<file path="config.mk">
export PLATFORM = sky130hd
export DESIGN_NAME = mbpm_top
export DESIGN_NICKNAME = d
export VERILOG_FILES = /design/src/rtl/mbpm_pkg.sv /design/src/rtl/mbpm_top.sv
export SDC_FILE = /design/constraint.sdc
export NUM_CORES = 1
export LEC_CHECK = 0
export BUFFER_PORTS_ARGS = -buffer_cell sky130_fd_sc_hd__buf_2
export CORE_MARGIN = 2
export CORE_UTILIZATION = 50
export CTS_BUF_LIST = sky130_fd_sc_hd__clkbuf_4
export CTS_CLUSTER_DIAMETER = 50
export DETAILED_ROUTE_END_ITERATION = 12
export GPL_ROUTABILITY_DRIVEN = 0
export PLACE_DENSITY = 0.7
export SETUP_SLACK_MARGIN = 0.05
export SYNTH_ARGS = -nofsm -noshare
export SYNTH_HDL_FRONTEND = slang
export SYNTH_SLANG_ARGS = --single-unit
</file>
<file path="constraint.sdc">
create_clock -name pclk -period 2.7 [get_ports pclk]
set_input_delay 0.405 -clock pclk [delete_from_list [all_inputs] [get_ports pclk]]
set_output_delay 0.405 -clock pclk [all_outputs]
set_load 0.03 [all_outputs]
</file>
<file path="src/rtl/mbpm_pkg.sv">
// Constants, register map and types for the match based pulse modulator
// Behaviour
// - Counter advances each pclk and compares against seven match registers.
// - Cycle match register match resets counter, setting shared period.
// - Single-edge output uses cycle match plus one edge match register.
// - Single-edge outputs go high at cycle start unless forced constantly low.
// - Double-edge output uses cycle match plus two edge match registers.
// - Rise before fall gives positive pulse; fall before rise gives negative.
// - Up to six single-edge, three double-edge, or a fitting mix.
// - Any match may let the counter continue, optional interrupt flag.
// - Any match may stop the counter, optional interrupt flag.
// - Any match may reset the counter to zero, optional interrupt flag.
// - Period and width are any whole count; all outputs share rate.
// - Double-edge edges placed anywhere in the cycle independently.
package mbpm_pkg;
    localparam int          NUM_MATCH   = 7;
    localparam int          NUM_OUT     = 6;
    localparam int          CNT_W       = 32;
    localparam logic [11:0] OFS_CTRL    = 12'h000;
    localparam logic [11:0] OFS_COUNT   = 12'h004;
    localparam logic [11:0] OFS_MCTRL   = 12'h008;
    localparam logic [11:0] OFS_IFLAG   = 12'h00C;
    localparam logic [11:0] OFS_OCTRL   = 12'h010;
    localparam logic [11:0] OFS_OUTSTAT = 12'h014;
    localparam logic [11:0] OFS_MATCH0  = 12'h020;
    localparam logic [31:0] CNT_ZERO    = 32'h00000000;
    localparam logic [31:0] CNT_ONE     = 32'h00000001;
    // Control register bits
    localparam int          CTRL_RUN    = 0;
    localparam int          CTRL_CLR    = 1;
    // Match control: three bits per match register
    localparam int          MC_IRQ      = 0;
    localparam int          MC_RST      = 1;
    localparam int          MC_STOP     = 2;
    localparam int          MC_W        = 3;
    // Output control: double-edge select in low bits, enable above
    localparam int          OC_EN_LSB   = 8;

    typedef struct packed {
        logic [NUM_MATCH-1:0] irq;
        logic [NUM_MATCH-1:0] rst;
        logic [NUM_MATCH-1:0] stop;
    } mbpm_mctrl_t;

    typedef struct packed {
        logic [NUM_OUT-1:0] en;
        logic [NUM_OUT-1:0] dbl;
    } mbpm_octrl_t;
endpackage

</file>
<file path="src/rtl/mbpm_top.sv">
// Match based pulse modulator: APB slave, counter, match logic and outputs
//
// Our own choices: the APB register port and the address map.
`timescale 1ns/1ps
module mbpm_top
    import mbpm_pkg::*;
(
    input  wire logic               pclk,
    input  wire logic               presetn,
    input  wire logic               psel,
    input  wire logic               penable,
    input  wire logic               pwrite,
    input  wire logic [11:0]        paddr,
    input  wire logic [31:0]        pwdata,
    output logic      [31:0]        prdata,
    output logic                    pready,
    output logic                    pslverr,
    output logic      [NUM_OUT:1]   pwm_out,
    output logic                    irq_pending
);
    logic [CNT_W-1:0]      count;
    logic                  run;
    logic [CNT_W-1:0]      match_val [NUM_MATCH];
    mbpm_mctrl_t           mctrl;
    mbpm_octrl_t           octrl;
    logic [NUM_MATCH-1:0]  iflag;
    logic [NUM_MATCH-1:0]  hit;
    logic                  any_rst;
    logic                  any_stop;
    logic                  wr_en;
    logic                  rd_en;
    logic                  addr_ok;
    logic [NUM_OUT:1]      next_out;
    logic [NUM_MATCH-1:0]  irq_hit;
    logic [NUM_MATCH-1:0]  clr_mask;
    logic [NUM_MATCH-1:0]  clr_only;
    logic                  any_irq_hit;
    logic                  ctrl_wr;

    // Match register index of an address, or NUM_MATCH when it is none
    function automatic int match_index(input logic [11:0] a);
        int idx;
        idx = NUM_MATCH;
        for (int k = 0; k < NUM_MATCH; k++) begin
            if (a == OFS_MATCH0 + 12'(4 * k)) begin
                idx = k;
            end
        end
        return idx;
    endfunction

    // Address decode; unmapped addresses answer with pslverr
    always_comb begin
        addr_ok = (paddr == OFS_CTRL) || (paddr == OFS_COUNT) || (paddr == OFS_MCTRL)
               || (paddr == OFS_IFLAG) || (paddr == OFS_OCTRL)
               || (paddr == OFS_OUTSTAT) || (match_index(paddr) != NUM_MATCH);
    end

    // Zero wait state slave: every access completes in its first access cycle
    assign pready  = 1'b1;
    assign pslverr = psel & penable & ~addr_ok;
    assign wr_en   = psel & penable & pwrite & addr_ok;
    assign rd_en   = psel & ~penable & ~pwrite;

    // Compare each match register against the live count
    genvar g;
    generate
        for (g = 0; g < NUM_MATCH; g++) begin : g_cmp
            assign hit[g] = run && (count == match_val[g]);
        end
    endgenerate

    assign any_rst  = |(hit & mctrl.rst);
    assign any_stop = |(hit & mctrl.stop);

    // Match registers; software must program the cycle one with reset enabled
    always_ff @(posedge pclk or negedge presetn) begin
        if (!presetn) begin
            for (int k = 0; k < NUM_MATCH; k++) begin
                match_val[k] <= CNT_ZERO;
            end
        end else if (wr_en && match_index(paddr) != NUM_MATCH) begin
            match_val[match_index(paddr)] <= pwdata;
        end
    end

    // Match actions and output mode configuration
    always_ff @(posedge pclk or negedge presetn) begin
        if (!presetn) begin
            mctrl <= '0;
            octrl <= '0;
        end else if (wr_en && paddr == OFS_MCTRL) begin
            for (int k = 0; k < NUM_MATCH; k++) begin
                mctrl.irq[k]  <= pwdata[MC_W*k + MC_IRQ];
                mctrl.rst[k]  <= pwdata[MC_W*k + MC_RST];
                mctrl.stop[k] <= pwdata[MC_W*k + MC_STOP];
            end
        end else if (wr_en && paddr == OFS_OCTRL) begin
            octrl.dbl <= pwdata[NUM_OUT-1:0];
            octrl.en  <= pwdata[OC_EN_LSB +: NUM_OUT];
        end
    end

    // Run bit: software starts it, a stop match clears it
    always_ff @(posedge pclk or negedge presetn) begin
        if (!presetn) begin
            run <= 1'b0;
        end else if (any_stop) begin
            run <= 1'b0;
        end else if (wr_en && paddr == OFS_CTRL) begin
            run <= pwdata[CTRL_RUN];
        end
    end

    // Counter; clear write or reset match returns to zero, a stop match holds it, otherwise counts while running
    always_ff @(posedge pclk or negedge presetn) begin
        if (!presetn) begin
            count <= CNT_ZERO;
        end else if (wr_en && paddr == OFS_CTRL && pwdata[CTRL_CLR]) begin
            count <= CNT_ZERO;
        end else if (any_rst) begin
            count <= CNT_ZERO;
        end else if (run && !any_stop) begin
            count <= count + CNT_ONE;
        end
    end

    // Pending flags: a match in the clearing cycle still sets the flag
    always_ff @(posedge pclk or negedge presetn) begin
        if (!presetn) begin
            iflag <= '0;
        end else begin
            for (int k = 0; k < NUM_MATCH; k++) begin
                if (hit[k] && mctrl.irq[k]) begin
                    iflag[k] <= 1'b1;
                end else if (wr_en && paddr == OFS_IFLAG && pwdata[k]) begin
                    iflag[k] <= 1'b0;
                end
            end
        end
    end

    assign irq_pending = |iflag;

    // Output level per channel. Single edge: set on cycle match, clear on own
    // match. Double edge: set on match n-1, clear on match n. The clearing
    // edge is applied last so it wins a same-count collision.
    always_comb begin
        for (int n = 1; n <= NUM_OUT; n++) begin
            next_out[n] = pwm_out[n];
            if (!octrl.en[n-1]) begin
                next_out[n] = 1'b0;
            end else if (octrl.dbl[n-1]) begin
                if (hit[n-1]) begin
                    next_out[n] = 1'b1;
                end
                if (hit[n]) begin
                    next_out[n] = 1'b0;
                end
            end else begin
                if (hit[0]) begin
                    next_out[n] = 1'b1;
                end
                if (hit[n]) begin
                    next_out[n] = 1'b0;
                end
            end
        end
    end

    always_ff @(posedge pclk or negedge presetn) begin
        if (!presetn) begin
            pwm_out <= '0;
        end else begin
            pwm_out <= next_out;
        end
    end

    // Read data registered during setup so it stands in the access cycle
    always_ff @(posedge pclk or negedge presetn) begin
        if (!presetn) begin
            prdata <= CNT_ZERO;
        end else if (rd_en) begin
            prdata <= CNT_ZERO;
            if (paddr == OFS_CTRL) begin
                prdata[CTRL_RUN] <= run;
            end else if (paddr == OFS_COUNT) begin
                prdata <= count;
            end else if (paddr == OFS_MCTRL) begin
                for (int k = 0; k < NUM_MATCH; k++) begin
                    prdata[MC_W*k + MC_IRQ]  <= mctrl.irq[k];
                    prdata[MC_W*k + MC_RST]  <= mctrl.rst[k];
                    prdata[MC_W*k + MC_STOP] <= mctrl.stop[k];
                end
            end else if (paddr == OFS_IFLAG) begin
                prdata[NUM_MATCH-1:0] <= iflag;
            end else if (paddr == OFS_OCTRL) begin
                prdata[NUM_OUT-1:0] <= octrl.dbl;
                prdata[OC_EN_LSB +: NUM_OUT] <= octrl.en;
            end else if (paddr == OFS_OUTSTAT) begin
                prdata[NUM_OUT-1:0] <= pwm_out;
            end else if (match_index(paddr) != NUM_MATCH) begin
                prdata <= match_val[match_index(paddr)];
            end
        end
    end

    // Checks. Helper terms only feed the assertions, so they cost no logic in silicon
    assign irq_hit     = hit & mctrl.irq;
    assign any_irq_hit = |irq_hit;
    assign ctrl_wr     = wr_en && (paddr == OFS_CTRL);
    assign clr_mask    = (wr_en && paddr == OFS_IFLAG) ? pwdata[NUM_MATCH-1:0] : '0;
    assign clr_only    = clr_mask & ~irq_hit;

    // Counter stepping, restart and halt
    a_rst_to_zero: assert property (
        @(posedge pclk) disable iff (!presetn)
        (any_rst && !ctrl_wr) |=> count == CNT_ZERO)
        else $error("count not zero after reset match");
    a_cycle_wraps: assert property (
        @(posedge pclk) disable iff (!presetn)
        (hit[0] && mctrl.rst[0] && !wr_en) |=> count == CNT_ZERO)
        else $error("cycle match did not restart count");
    a_count_steps: assert property (
        @(posedge pclk) disable iff (!presetn)
        (run && !any_rst && !any_stop && !wr_en) |=> count == $past(count) + CNT_ONE)
        else $error("count did not advance");
    a_idle_holds: assert property (
        @(posedge pclk) disable iff (!presetn)
        (!run && !ctrl_wr) |=> count == $past(count))
        else $error("stopped counter moved");
    a_stop_halts: assert property (
        @(posedge pclk) disable iff (!presetn)
        any_stop |=> !run)
        else $error("stop match left counter running");
    a_stop_holds: assert property (
        @(posedge pclk) disable iff (!presetn)
        (any_stop && !any_rst && !ctrl_wr) |=> count == $past(count))
        else $error("stop match did not hold the count");
    a_stop_keeps: assert property (
        @(posedge pclk) disable iff (!presetn)
        (!run && !ctrl_wr) |=> !run)
        else $error("counter restarted without a control write");
    a_clear_wins: assert property (
        @(posedge pclk) disable iff (!presetn)
        (ctrl_wr && pwdata[CTRL_CLR]) |=> count == CNT_ZERO)
        else $error("count clear did not take effect");
    a_run_starts: assert property (
        @(posedge pclk) disable iff (!presetn)
        (ctrl_wr && pwdata[CTRL_RUN] && !any_stop) |=> run)
        else $error("run write did not start counter");

    // Pending flags: set by enabled matches, kept until a write of one
    a_flag_sets: assert property (
        @(posedge pclk) disable iff (!presetn)
        any_irq_hit |=> (iflag & $past(irq_hit)) == $past(irq_hit))
        else $error("pending flag not set on match");
    a_flag_clears: assert property (
        @(posedge pclk) disable iff (!presetn)
        (clr_only != '0) |=> (iflag & $past(clr_only)) == '0)
        else $error("pending flag not cleared by write");
    a_flag_sticky: assert property (
        @(posedge pclk) disable iff (!presetn)
        (($past(iflag) & ~iflag) & ~$past(clr_mask)) == '0)
        else $error("pending flag dropped without a clear");
    a_irq_level: assert property (
        @(posedge pclk) disable iff (!presetn)
        $rose(irq_pending) |-> $past(any_irq_hit))
        else $error("irq output rose without an enabled match");

    // Read data loaded in setup must show the state seen at that edge
    a_read_count: assert property (
        @(posedge pclk) disable iff (!presetn)
        (rd_en && paddr == OFS_COUNT) |=> prdata == $past(count))
        else $error("count read returned wrong value");
    a_read_flags: assert property (
        @(posedge pclk) disable iff (!presetn)
        (rd_en && paddr == OFS_IFLAG) |=> prdata[NUM_MATCH-1:0] == $past(iflag))
        else $error("flag read returned wrong value");
    a_read_level: assert property (
        @(posedge pclk) disable iff (!presetn)
        (rd_en && paddr == OFS_OUTSTAT) |=> prdata[NUM_OUT-1:0] == $past(pwm_out))
        else $error("output status read returned wrong value");

    // Output edges on the channels the bench drives hardest
    a_single_rise: assert property (
        @(posedge pclk) disable iff (!presetn)
        (hit[0] && octrl.en[0] && !octrl.dbl[0] && !hit[1]) |=> pwm_out[1])
        else $error("single edge output not high at cycle start");
    a_edge_fall: assert property (
        @(posedge pclk) disable iff (!presetn)
        (hit[2] && octrl.en[1]) |=> !pwm_out[2])
        else $error("edge match did not drive output low");
    a_dbl_rise: assert property (
        @(posedge pclk) disable iff (!presetn)
        (hit[1] && octrl.en[1] && octrl.dbl[1] && !hit[2]) |=> pwm_out[2])
        else $error("double edge output did not rise");

    // Every channel: low when off, clear beats set, level holds between edges
    genvar gc;
    generate
        for (gc = 1; gc <= NUM_OUT; gc++) begin : g_chk_out
            a_off_low: assert property (
                @(posedge pclk) disable iff (!presetn)
                !octrl.en[gc-1] |=> !pwm_out[gc])
                else $error("disabled output not low");
            a_fall_wins: assert property (
                @(posedge pclk) disable iff (!presetn)
                (octrl.en[gc-1] && hit[gc]) |=> !pwm_out[gc])
                else $error("clearing match did not win");
            a_single_set: assert property (
                @(posedge pclk) disable iff (!presetn)
                (octrl.en[gc-1] && !octrl.dbl[gc-1] && hit[0] && !hit[gc]) |=> pwm_out[gc])
                else $error("single edge output not set by cycle match");
            a_double_set: assert property (
                @(posedge pclk) disable iff (!presetn)
                (octrl.en[gc-1] && octrl.dbl[gc-1] && hit[gc-1] && !hit[gc]) |=> pwm_out[gc])
                else $error("double edge output not set by its rising match");
            a_level_holds: assert property (
                @(posedge pclk) disable iff (!presetn)
                (octrl.en[gc-1] && !hit[gc] && !(octrl.dbl[gc-1] ? hit[gc-1] : hit[0]))
                |=> pwm_out[gc] == $past(pwm_out[gc]))
                else $error("output changed without an edge match");
        end
    endgenerate

    // Every match register: storage, read back and its three actions
    genvar gm;
    generate
        for (gm = 0; gm < NUM_MATCH; gm++) begin : g_chk_match
            a_match_store: assert property (
                @(posedge pclk) disable iff (!presetn)
                (wr_en && match_index(paddr) == gm) |=> match_val[gm] == $past(pwdata))
                else $error("match value write lost");
            a_match_keeps: assert property (
                @(posedge pclk) disable iff (!presetn)
                !(wr_en && match_index(paddr) == gm) |=> match_val[gm] == $past(match_val[gm]))
                else $error("match value changed without a write");
            a_reset_act: assert property (
                @(posedge pclk) disable iff (!presetn)
                (hit[gm] && mctrl.rst[gm]) |=> count == CNT_ZERO)
                else $error("reset action did not zero the count");
            a_stop_act: assert property (
                @(posedge pclk) disable iff (!presetn)
                (hit[gm] && mctrl.stop[gm]) |=> !run)
                else $error("stop action did not halt the counter");
            a_flag_act: assert property (
                @(posedge pclk) disable iff (!presetn)
                (hit[gm] && mctrl.irq[gm]) |=> iflag[gm])
                else $error("interrupt option did not set its flag");
            a_cont_act: assert property (
                @(posedge pclk) disable iff (!presetn)
                (hit[gm] && !any_rst && !any_stop && !wr_en) |=> count == $past(count) + CNT_ONE)
                else $error("continue action did not keep counting");
            a_read_match: assert property (
                @(posedge pclk) disable iff (!presetn)
                (rd_en && match_index(paddr) == gm) |=> prdata == $past(match_val[gm]))
                else $error("match value read returned wrong value");
        end
    endgenerate
endmodule

</file>
==> impl_metrics.json <==
{
  "grt_overflow": 0,
  "synth-seq-cells": 335,
  "syn_avg_cell_area_um2": 10.71,
  "path_delay_family": "simple AND/OR/NAND/NOR gates",
  "area_growth_pct": 31.50,
  "synthDistinctLibCells": 70,
  "period_share": 1.150,
  "ys_top_cells_by_count": "dfrtp_1 (335), mux2_2 (254), xnor2_1 (143)",
  "cts-root-buf": "clkbuf_4",
  "layout.cells.non_filler": 2758,
  "crit_path_start": "count[5]$_DFFE_PN0P_",
  "ios": 90,
  "hold_viol_final": 0,
  "reg2reg_slack_ns": -0.40,
  "fin_util": 0.6644,
  "die-height_um": 198.4,
  "hold_depth": 4,
  "power.total_mw": 10.24,
  "setup_violations": 35,
  "hold_path.class": "primary input to flip-flop",
  "path_buf_inv": 5,
  "antenna_found_initial": 5,
  "synth_ff_type": "dfrtp_1",
  "cp_cell_sequence": "buf_12 > buf_8 > xnor2_4 > nand4_1 > nor4_2 > nand3_1 > nor4b_4 > buf_4 > a22oi_2 > o2111ai_4 > buf_12 > buf_12 > nor2_2",
  "clock_sinks": 335,
  "drt-total-wl_um": 78690,
  "status": "finished, violations left",
  "cts_max_level": 3,
  "placedCellCount": 2520,
  "grt_first_pass_wirelength_um": 112700,
  "start_util": 0.5053,
  "placementRows": 71,
  "rsz0062_at_grt": "yes",
  "clkLatencyLatePin_ns": 0.86,
  "cellLeakagePower_nw": 12.12,
  "ant_nets": 0,
  "path_max_fanout": 7,
  "setup_tns_ns": -12.16,
  "ys_seq_area_frac": 0.4436,
  "rr_worst_depth": 13,
  "syn_inst": 1765,
  "cpMostUsedCell": "buf_12",
  "dieArea_um2": 39360,
  "grt_pass1_vias": 17520,
  "slowest_stage": "nor4b_4",
  "coreArea_um2": 37400,
  "maxSlewViolCount": 0,
  "wl_per_cell_um": 28.53,
  "grt_usage": 0.3984,
  "synth_edf_count": 0,
  "layout_setup_ws_ns": -0.4048,
  "clk_pin_slew_ns": 0.08,
  "vias": 18000,
  "holdWs_ns": 0.03584,
  "r2r-start": "count[5]$_DFFE_PN0P_",
  "violations": "setup timing",
  "power_density_nw_per_um2": 411.9,
  "critical_path_class": "flip-flop to flip-flop",
  "worst_setup_path_end_kind": "flip-flop",
  "period_minus_slack_ns": 3.105,
  "synth.top_cells.by_area": "dfrtp_1 (44%), mux2_2 (15%), xnor2_1 (6.6%)",
  "drcViolationCount": 0,
  "cp_num_cells": 13,
  "drtIter0Drc": 2353,
  "rr_endpoint": "count[23]$_DFFE_PN0P_",
  "cts_tree": "done",
  "synth_area_um2": 18900,
  "worst_pin_slew_ns": 1.050,
  "dieWidth_um": 198.4,
  "hpwl_um": 55010,
  "start_kind": "flip-flop",
  "final_net_count": 2222,
  "synth_nets": 1815,
  "required_ns": 3.40,
  "max-cap-violations": 0,
  "clock_skew_ns": 0.07254,
  "cp.arrival_ns": 3.81,
  "ir_worst_vdd_mv": 0.2556,
  "post-synth-top-count-cell": "dfrtp_1",
  "drt_pass1_iterations": 8,
  "yosysWarnings": 0,
  "via_per_inst": 6.526,
  "numCtsBuffers": 94,
  "grt_max_degree": 74,
  "critical_path.endpoint": "count[23]$_DFFE_PN0P_",
  "slew_headroom": 0.2976,
  "synth_top_area_frac": 0.4436,
  "drive_gt1_frac": 0.4396,
  "post-synth-top-area-cell": "dfrtp_1",
  "clock_path_buffers": 3,
  "max_stage_delay_ns": 0.55,
  "portBuffers": 88,
  "synth-async-reset-ratio": 1.000,
  "fmax_mhz": 322.1
}
state kept, by name (all words and copies together) (netlist names):
| name | flops |
|---|---|
| match_val | 224 |
| count | 32 |
| prdata | 32 |
| mctrl | 21 |
| octrl | 12 |
| iflag | 7 |
| pwm_out | 6 |
| run | 1 |
power breakdown:
part | leakage [nW] | switching [mW] | internal (mW)
Clock | 0.734 | 2.29 | 2.46
Combinational | 6.76 | 0.318 | 0.132
Sequential | 4.63 | 0.0101 | 5.03
cells in the final DEF (no fill, tap or decap), types with 45 or more instances in the layout:
cell type  count
a21oi_1       45
buf_2         87
buf_4        264
clkbuf_4     147
dfrtp_1      318
mux2_2       254
nand2_1      100
nand4_1       58
nor2_1        70
o21ai_0       57
xnor2_1      104
xor2_1        71
layer usage:
| layer | GRT usage | vias up | share of wire |
|---|---|---|---|
| li1 | - | 7294 | - |
| met1 | 0.4924 | 8781 | 0.35 |
| met2 | 0.5656 | 1439 | 0.41 |
| met3 | 0.1538 | 479 | 0.15 |
| met4 | 0.2916 | 6 | 0.087 |
| met5 | 0.008940 | - | 0.0015 |
metrics by stage:
stage,cell area [um^2],worst slack [ns]
2_1_floorplan,18900,0.05653
3_3_place_gp,21960,-0.4838
3_5_place_dp,21960,-0.6211
4_1_cts,24150,-0.08242
5_1_grt,24850,-0.3563
6_report,24850,-0.4048
cell type report:
cell class | instances | area, um^2
diodes | 2 | 5.005
clock buffers | 147 | 1104
clock inverters | 22 | 87.58
fillers | 2820 | 12550
inverters | 19 | 71.32
multi-input cells | 1278 | 10720
flip-flops and latches | 335 | 8404
well taps | 511 | 639.4
repair buffers | 444 | 3816
logic make-up after synthesis:
family,Yosys count,share of synthesized area
muxes,280,0.1669
DFF,335,0.4436
adders and majority gates,1,0.0006620
and+or+nand+nor,484,0.1414
buffers and inverters,152,0.03999
AOI/OAI and AO/OA,279,0.09925
xor gates and xnor gates,233,0.1080
other,1,0.0001984
what timing repair did:
item                                    CTS  global route
endpoints found under the setup margin   39            42
pin swaps                                18            41
hold buffers                             31             0
cloned                                    3             3
hold endpoints to repair                269             0
gates resized for setup                  97            92
setup buffers                            11            24
tightest hold or removal path, stage by stage:
cell     delay (ns)
buf_2          0.21
nand2_1        0.09
nand2_1        0.04
o21ai_0        0.06
how the worst min path moves through the flow:
stage / start / endpoint / slack [ns]
6_report: pwdata[0] / iflag[0]$_DFFE_PN0P_ / 0.04
5_1_grt: pwdata[19] / match_val[51]$_DFFE_PN0P_ / 0.04
4_1_cts: pwdata[19] / match_val[51]$_DFFE_PN0P_ / 0.003
3_5_place_dp: presetn / prdata[29]$_DFFE_PN0P_ / 0.43
3_3_place_gp: presetn / prdata[29]$_DFFE_PN0P_ / 0.42
2_1_floorplan: presetn / count[0]$_DFFE_PN0P_ / 0.11
Note: power is estimated with default switching activity, not from simulation.
